===== src/hdl/flc_pkg.sv =====
// Package for the fault latch and alert block.
// Assumes a 16-bit serial frame, MSB first, command address in bits 13:11.
package flc_pkg;
    localparam int FRAME_BITS  = 16;
    localparam int CMD_HI      = 13;
    localparam int CMD_LO      = 11;
    localparam logic [2:0] CMD_READ_ERR = 3'h4;
    localparam int BIT_INTERM  = 9;
    localparam int BIT_SHORT   = 8;
    localparam int BIT_OPEN    = 7;
    localparam int BIT_OVERT   = 6;
    localparam int BIT_BROWN   = 5;
    localparam int N_FAULTS    = 4;
    // Fault index order: 3 short, 2 open, 1 overtemp, 0 brownout
    localparam logic [3:0] OUTPUT_FAULT_MASK = 4'hc;
    localparam logic [15:0] DOUT_RESET = 16'h0000;
    // Qualification time for output faults
    localparam int QUAL_MS      = 260;
    localparam int CLK_MHZ      = 125;
    localparam longint QUAL_CYCLES = longint'(QUAL_MS) * 1000 * 1000 * CLK_MHZ / 1000;

    typedef enum logic [2:0] {
        FLC_IDLE  = 3'b001,
        FLC_SHIFT = 3'b010,
        FLC_DONE  = 3'b100
    } flc_frame_st_t;
endpackage


===== src/hdl/flc_fault_latch.sv =====
// Fault latching, alert pin and serial readback of the error word.
// Assumes a serial host: chip select low frames a 16-bit word, mode 0
// (sample on rising sclk, shift on falling), sclk idle low, all pins asynchronous.
// Output faults pass a persistence filter before they can latch.
`timescale 1ns/1ns

module flc_fault_latch
    import flc_pkg::*;
#(
    parameter longint QUAL = QUAL_CYCLES
) (
    // Clock and reset
    clk,
    nrst,
    // Serial link pins
    cs_n,
    sclk,
    mosi,
    miso,
    miso_oe,
    // Raw fault conditions
    short_raw,
    open_raw,
    overtemp_raw,
    brownout_raw,
    // Alert pin, open drain: pulls low while alerting
    alert_n_out,
    alert_n_oe,
    // Status
    fault_active,
    read_count
);
    // Clock and reset
    input  wire logic       clk;
    input  wire logic       nrst;

    // Serial link pins
    input  wire logic       cs_n;
    input  wire logic       sclk;
    input  wire logic       mosi;
    output logic            miso;
    output logic            miso_oe;

    // Raw fault conditions
    input  wire logic       short_raw;
    input  wire logic       open_raw;
    input  wire logic       overtemp_raw;
    input  wire logic       brownout_raw;

    // Alert pin
    output logic            alert_n_out;
    output logic            alert_n_oe;

    // Status
    output logic [3:0]      fault_active;
    output logic [1:0]      read_count;

    typedef struct packed {
        flc_frame_st_t          fst;
        logic                   sclk_d;
        logic [FRAME_BITS-1:0]  rx;
        logic [FRAME_BITS-1:0]  tx;
        logic [FRAME_BITS-1:0]  resp;      // Word for the next frame
        logic                   link_ok;   // Deselect seen since reset
        logic [4:0]             nbits;
        logic [N_FAULTS-1:0]    latched;   // Faults in the error word
        logic [N_FAULTS-1:0]    reported;  // Faults already alerted
        logic [N_FAULTS-1:0]    interm;    // Output faults that went away
        logic [N_FAULTS-1:0]    prev;      // Conditions at last clock
        logic [1:0]             reads;
        logic                   alert;
        logic                   miso_q;
        logic                   miso_oe_q;
        logic [N_FAULTS-1:0]    act_q;
    } flc_st_t;

    flc_st_t st_reg;
    flc_st_t st_next;

    logic [2:0]          pins_s;
    logic [N_FAULTS-1:0] raw_s;
    logic [N_FAULTS-1:0] cond;
    logic                cs_n_s;
    logic                sclk_s;
    logic                mosi_s;

    // Link pins and fault levels cross into clk through two flops
    flc_sync #(.WIDTH(3)) u_sync_pins (
        .clk  (clk),
        .nrst (nrst),
        .din  ({cs_n, sclk, mosi}),
        .dout (pins_s)
    );

    flc_sync #(.WIDTH(N_FAULTS)) u_sync_faults (
        .clk  (clk),
        .nrst (nrst),
        .din  ({short_raw, open_raw, overtemp_raw, brownout_raw}),
        .dout (raw_s)
    );

    assign cs_n_s = pins_s[2];
    assign sclk_s = pins_s[1];
    assign mosi_s = pins_s[0];

    // Output faults need persistence; overtemp and brownout pass directly
    genvar gi;
    generate
        for (gi = 0; gi < N_FAULTS; gi++) begin : g_qual
            if (OUTPUT_FAULT_MASK[gi]) begin : g_out
                flc_qual #(.CYCLES(QUAL)) u_qual (
                    .clk       (clk),
                    .nrst      (nrst),
                    .raw       (raw_s[gi]),
                    .qualified (cond[gi])
                );
            end else begin : g_dir
                assign cond[gi] = raw_s[gi];
            end
        end
    endgenerate

    logic                  rise;
    logic                  fall;
    logic                  frame_end;
    logic                  is_err_read;
    logic [FRAME_BITS-1:0] word;
    logic [N_FAULTS-1:0]   new_fault;
    logic [N_FAULTS-1:0]   gone;
    logic [2:0]            cmd_field;

    assign rise = sclk_s && !st_reg.sclk_d;
    assign fall = !sclk_s && st_reg.sclk_d;

    always_comb begin
        st_next     = st_reg;
        frame_end   = 1'b0;
        is_err_read = 1'b0;
        word        = DOUT_RESET;
        cmd_field   = st_reg.rx[CMD_HI:CMD_LO];
        st_next.sclk_d = sclk_s;
        // Select syncs reset low; wait for a deselect before framing
        st_next.link_ok = st_reg.link_ok | cs_n_s;
        // Latched output faults whose condition just went away
        gone = st_reg.latched & st_reg.prev & ~cond & OUTPUT_FAULT_MASK;

        // Error word built from the latch state and present conditions
        word[BIT_SHORT] = st_reg.latched[3] | cond[3];
        word[BIT_OPEN]  = st_reg.latched[2] | cond[2];
        word[BIT_OVERT] = st_reg.latched[1] | cond[1];
        word[BIT_BROWN] = st_reg.latched[0] | cond[0];
        word[BIT_INTERM] = |((st_reg.interm | gone) & OUTPUT_FAULT_MASK);

        // Frame shifting
        case (st_reg.fst)
            FLC_IDLE: begin
                st_next.miso_oe_q = 1'b0;
                if (!cs_n_s && st_reg.link_ok) begin
                    st_next.fst       = FLC_SHIFT;
                    st_next.nbits     = '0;
                    st_next.rx        = '0;
                    st_next.tx        = st_reg.resp;
                    st_next.miso_q    = st_reg.resp[FRAME_BITS-1];
                    st_next.miso_oe_q = 1'b1;
                end
            end
            FLC_SHIFT: begin
                // Cut frame: back to idle without a step
                if (cs_n_s) begin
                    st_next.fst       = FLC_IDLE;
                    st_next.miso_oe_q = 1'b0;
                end else begin
                    // Host data taken on the rising edge
                    if (rise) begin
                        st_next.rx    = {st_reg.rx[FRAME_BITS-2:0], mosi_s};
                        st_next.nbits = st_reg.nbits + 5'h1;
                    end
                    // Next bit shown after the falling edge
                    if (fall) begin
                        st_next.tx     = {st_reg.tx[FRAME_BITS-2:0], 1'b0};
                        st_next.miso_q = st_reg.tx[FRAME_BITS-2];
                    end
                    // Rises after the last bit are ignored
                    if (st_reg.nbits == 5'(FRAME_BITS)) begin
                        st_next.fst = FLC_DONE;
                    end
                end
            end
            // Only a full frame closed by deselect steps the logic
            FLC_DONE: begin
                if (cs_n_s) begin
                    st_next.fst       = FLC_IDLE;
                    st_next.miso_oe_q = 1'b0;
                    frame_end         = 1'b1;
                end
            end
            default: begin
                st_next.fst = FLC_IDLE;
            end
        endcase

        // Alert on a fault not yet reported; set wins over a clearing read
        new_fault = cond & ~st_reg.reported;
        if (|new_fault) begin
            st_next.alert    = 1'b1;
            st_next.reported = st_reg.reported | new_fault;
            st_next.latched  = st_next.latched | new_fault;
            st_next.reads    = '0;
        end

        // Output faults that disappear while latched are intermittent
        st_next.interm = st_next.interm | gone;
        st_next.prev = cond;

        // Read frame steps the reporting logic
        if (frame_end) begin
            is_err_read = (cmd_field == CMD_READ_ERR);
            if (is_err_read) begin
                st_next.resp = word; // Next frame returns this word
                if (st_reg.reads == 2'h0) begin
                    // A fault arriving with the read keeps the alert up
                    if (!(|new_fault)) begin
                        st_next.alert = 1'b0;
                        st_next.reads = 2'h1;
                    end
                end else begin
                    // Clear latch; still-present faults stay reported
                    st_next.latched  = new_fault;
                    st_next.interm   = '0;
                    st_next.reported = cond | new_fault;
                    if (!(|new_fault)) begin
                        st_next.reads = 2'h2;
                    end
                end
            end else begin
                // Other commands return zero in the next frame
                st_next.resp = DOUT_RESET;
            end
        end
        // Status shows latched or still present faults
        st_next.act_q = st_next.latched | cond;
    end

    always_ff @(posedge clk or negedge nrst) begin
        if (!nrst) begin
            st_reg.fst       <= FLC_IDLE;
            st_reg.sclk_d    <= 1'b0;
            st_reg.rx        <= '0;
            st_reg.tx        <= '0;
            st_reg.resp      <= DOUT_RESET;
            st_reg.link_ok   <= 1'b0;
            st_reg.nbits     <= '0;
            st_reg.latched   <= '0;
            st_reg.reported  <= '0;
            st_reg.interm    <= '0;
            st_reg.prev      <= '0;
            st_reg.reads     <= '0;
            st_reg.alert     <= 1'b0;
            st_reg.miso_q    <= 1'b0;
            st_reg.miso_oe_q <= 1'b0;
            st_reg.act_q     <= '0;
        end else begin
            st_reg <= st_next;
        end
    end

    assign miso         = st_reg.miso_q;
    assign miso_oe      = st_reg.miso_oe_q;
    // Open drain: pull value fixed low, enable carries the alert
    assign alert_n_out  = 1'b0;
    assign alert_n_oe   = st_reg.alert;
    assign fault_active = st_reg.act_q;
    assign read_count   = st_reg.reads;
endmodule


===== src/hdl/flc_qual.sv =====
// Persistence filter: output asserts after the input stays high for CYCLES+1 clocks.
// Assumes a synchronised input; input low clears the count at once.
`timescale 1ns/1ns
module flc_qual
    import flc_pkg::*;
#(
    parameter longint CYCLES = QUAL_CYCLES
) (
    // Clock and reset
    input  wire logic clk,
    input  wire logic nrst,
    // Condition
    input  wire logic raw,
    output logic      qualified
);
    typedef struct packed {
        logic [31:0] cnt;
        logic        q;
    } flc_qual_st_t;

    localparam logic [31:0] LIMIT = 32'(CYCLES);

    flc_qual_st_t st_reg;
    flc_qual_st_t st_next;

    always_comb begin
        st_next = st_reg;
        if (!raw) begin
            st_next.cnt = '0;
            st_next.q   = 1'b0;
        end else if (st_reg.cnt < LIMIT) begin
            st_next.cnt = st_reg.cnt + 32'h1;
        end else begin
            st_next.q = 1'b1;
        end
    end

    always_ff @(posedge clk or negedge nrst) begin
        if (!nrst) begin
            st_reg <= '0;
        end else begin
            st_reg <= st_next;
        end
    end

    assign qualified = st_reg.q;
endmodule


===== src/hdl/flc_sync.sv =====
// Two-flip-flop synchroniser, one per bit.
// Assumes asynchronous inputs and an active-low asynchronous reset.
`timescale 1ns/1ns
module flc_sync
    import flc_pkg::*;
#(
    parameter int WIDTH = 1
) (
    // Clock and reset
    input  wire logic             clk,
    input  wire logic             nrst,
    // Data
    input  wire logic [WIDTH-1:0] din,
    output logic      [WIDTH-1:0] dout
);
    typedef struct packed {
        logic [WIDTH-1:0] s1;
        logic [WIDTH-1:0] s2;
    } flc_sync_st_t;

    flc_sync_st_t st_reg;
    flc_sync_st_t st_next;

    always_comb begin
        st_next    = st_reg;
        st_next.s1 = din;
        st_next.s2 = st_reg.s1;
    end

    always_ff @(posedge clk or negedge nrst) begin
        if (!nrst) begin
            st_reg <= '0;
        end else begin
            st_reg <= st_next;
        end
    end

    assign dout = st_reg.s2;
endmodule

===== config.mk =====
export PLATFORM = sky130hd
export DESIGN_NAME = flc_fault_latch
export DESIGN_NICKNAME = d
export VERILOG_FILES = /design/src/hdl/flc_pkg.sv /design/src/hdl/flc_fault_latch.sv /design/src/hdl/flc_qual.sv /design/src/hdl/flc_sync.sv
export SDC_FILE = /design/constraint.sdc
export NUM_CORES = 1
export LEC_CHECK = 0
export ABC_CLOCK_PERIOD_IN_PS = 2100
export BUFFER_PORTS_ARGS = -buffer_cell sky130_fd_sc_hd__buf_2
export CAP_MARGIN = 20
export CORE_MARGIN = 5
export CORE_UTILIZATION = 55
export DETAILED_ROUTE_END_ITERATION = 7
export GPL_ROUTABILITY_DRIVEN = 0
export GPL_TIMING_DRIVEN = 0
export PLACE_DENSITY = 0.7
export SLEW_MARGIN = 10
export SYNTH_ARGS = -nofsm -noshare
export SYNTH_HDL_FRONTEND = slang
export SYNTH_SLANG_ARGS = --single-unit
export TNS_END_PERCENT = 10

===== constraint.sdc =====
create_clock -name clk -period 2.1 [get_ports clk]
set_input_delay 0.315 -clock clk [delete_from_list [all_inputs] [get_ports clk]]
set_output_delay 0.315 -clock clk [all_outputs]
set_load 0.01 [all_outputs]

==> metrics.md <==
| Metric | Value |
|---|---|
| Status | `finished, final reports clean` |
| Most common cell after layout, fill and taps aside | `dfrtp_1` |
| Accumulated negative setup slack | `0 ns` |
| Synth Cell Area | `6210 µm²` |
| Crit path kind | `register to register` |
| Fin. max-slew vios | `0` |
| Startpoint types | `register` |
| Unrepaired setup endpoints after global routing | `yes` |
| Pwr Density | `814 nW/µm²` |
| Root Driver | `clkbuf_16` |
| Worst min path class | `register to register` |
| Synth unique cells | `62` |
| Worst vdd ir | `0.639 mV` |
| Clock Sinks | `140` |
| Max cap viols | `0` |
| Required @ worst endpoint | `2.38 ns` |
| Layout cells sized above 1 | `17.8%` |
| Async SR Flop Fraction | `100%` |
| EDFF count, synth | `0` |
| Buf+Inv Stages, Crit Path | `1` |
| Final worst-path cycle share | `99.4%` |
| Vias per inst | `5.72` |
| Filler cells | `845` |
| Clock latency on the worst-skew pair | `0.41 ns` |
| First-pass GRT wire length | `21800 µm` |
| CP peak stage delay | `0.45 ns` |
| Total GRT Usage | `20.4%` |
| Commonest cells after routing, fill and taps aside | `dfrtp_1 (129), nand2_1 (100), nor2_1 (35), nand3_1 (34), o21ai_0 (33)` |
| Pin count of the biggest net entering global routing | `81` |
| CTS tree | `built` |
| Num ports | `19` |
| Initial Util | `56.8%` |
| Relative slew margins | `55.9%` |
| DRT antenna net count | `0` |
| Ant diodes | `0` |
| Final Hold Vio Count | `0` |
| Rows | `38` |
| PortBufs | `17` |
| H-Tree Depth | `4` |
| DRC | `0` |
| F_max | `479 MHz` |
| Crit end category | `register` |
| Number of flip-flops in the largest register | `64` |
| Fin crit period | `2.09 ns` |
| Syn-to-layout area delta | `19.4%` |
| Total power | `6040 µW` |
| Slew @ Worst Pin | `0.662 ns` |
| Avg Cell Area, Syn | `10.2 µm²` |
| Synthesized net count | `623` |
| LEAKAGE | `0.00330 µW` |
| Crit-path cells | `nor4_4 > o211ai_1 > a211o_2 > buf_6 > o311ai_2 > o41ai_2` |
| Crit path DAT | `2.37 ns` |
| Crit-path leading delay family | `compound AO/OA/AOI/OAI gates` |
| Post-Synthesis Cells | `610` |
| Number of synthesized register bits | `140` |
| DR iter-0 viols | `362` |
| Vias in the first global route | `4663` |
| Routed len/inst | `15.7 µm` |
| Seq/Total Area, Yosys | `56.4%` |
| Die width | `116 µm` |
| Longest Clk Path Bufs | `2` |
| Synth Flop Type | `dfrtp_1` |
| Die height | `116 µm` |
| Clk slew on worst S/H paths | `0.06 ns` |
| Cell at the slowest stage of the critical path | `a211o_2` |
| Post-DP HPWL | `8190 µm` |
| Vias | `4682` |
| Core area | `10900 µm²` |
| Initial DRT Pass Iterations | `4` |
| Critical-path maximum fanout | `10` |
| Final net count | `678` |
| Final setup vio count | `0` |
| CTS Buf Count | `17` |
| Antenna violations before repair | `0` |
| Layout Skew | `0.00542 ns` |
| GRT overflow | `0` |
| WL final | `12800 µm` |
| Die ar. | `13500 µm²` |
| Yosys warns | `0` |
[metal layers]
layer  track usage (%)  part of all wire, %  vias to the layer above  routed length (µm)
li1                  -                    -                     2258                   -
met1              26.4                   44                     2310                5680
met2              33.3                   50                       92                6350
met3              4.72                  4.1                       22                 525
met4              8.74                  1.9                        0                 248
met5                 0                    0                        -                   0
[cells by family (layout without fill, tap and decap cells)]
family                     after synthesis  count (layout)  synth area share, %
and+or+nand+nor                        276             276                 22.9
DFF                                    140             140                 56.4
AOI/OAI and AO/OA                      115             115                 12.0
buffers and inverters                   46             114                 3.59
xor gates and xnor gates                16              16                 2.26
muxes                                   12              12                 1.95
adders and majority gates                4               4                0.806
other                                    1               1               0.0604
[power by group]
group / switching, µW / internal, µW
clock network: 1060 / 1900
registers: 42.3 / 2750
logic: 190 / 93.5
[per-stage QoR]
stage          worst slack (ns)  instances  util, %  cell area (µm²)  hold WS [ns]
2_1_floorplan             0.169        610        -             6210        0.0194
3_3_place_gp              -1.13        767     59.2             6470         0.333
3_5_place_dp             -0.135        768     59.5             6500         0.331
4_1_cts                 -0.0532        809     66.0             7220         0.350
5_1_grt                 -0.0358        818     67.8             7420         0.364
6_report                 0.0129        818     67.8             7420         0.348
[repair_timing]
item	4_1_cts	5_1_grt
pin swaps	3	13
endpoints found under the hold margin	66	0
buffers inserted	1	9
resized for setup	11	40
hold buffers	8	0
endpoints found under the setup margin	39	59
[Yosys cell counts, types with 7 or more instances]
cell type | number | area share, %
nor3_1 | 7 | 0.56
buf_2 | 7 | 0.56
inv_1 | 17 | 1.0
mux2i_1 | 11 | 1.8
buf_4 | 7 | 0.85
or3_1 | 14 | 1.4
dfrtp_1 | 139 | 56
nand3_1 | 36 | 2.9
clkbuf_1 | 13 | 0.79
and2_1 | 16 | 1.6
nor2_1 | 36 | 2.2
nand2b_1 | 16 | 1.6
o31ai_1 | 11 | 1.3
or4_1 | 12 | 1.5
o21ai_0 | 34 | 2.7
nand2_1 | 100 | 6.0
xnor2_1 | 12 | 1.7
nand4_1 | 12 | 1.2
a21oi_1 | 35 | 2.8
[worst paths after layout]
check	from	to	slack, ns	cells after the start
setup / recovery	g_qual[2].g_out.u_qual.st_reg[32]	g_qual[2].g_out.u_qual.st_reg[18]	0.01	6
hold reg to reg	u_sync_faults.st_next[2]	u_sync_faults.dout[2]	0.35	0
hold / removal	u_sync_faults.st_next[2]	u_sync_faults.dout[2]	0.35	0
min in group asynchronous	nrst	st_reg[30]	0.45	2
setup reg to reg	g_qual[2].g_out.u_qual.st_reg[32]	g_qual[2].g_out.u_qual.st_reg[18]	0.01	6
max in group asynchronous	nrst	g_qual[2].g_out.u_qual.st_reg[6]	0.86	3
[area by class of cell]
cell class	instances	area [µm²]	share of cell area (%)
sequential	140	3520	47.4
multi-input combinational	424	2620	35.3
clock buffer	26	509	6.87
timing repair buffer	36	274	3.69
buffer	29	179	2.41
tap	140	175	2.36
clock inverter	6	82.6	1.11
inverter	17	63.8	0.860
Power figures use the tool's default switching activity.
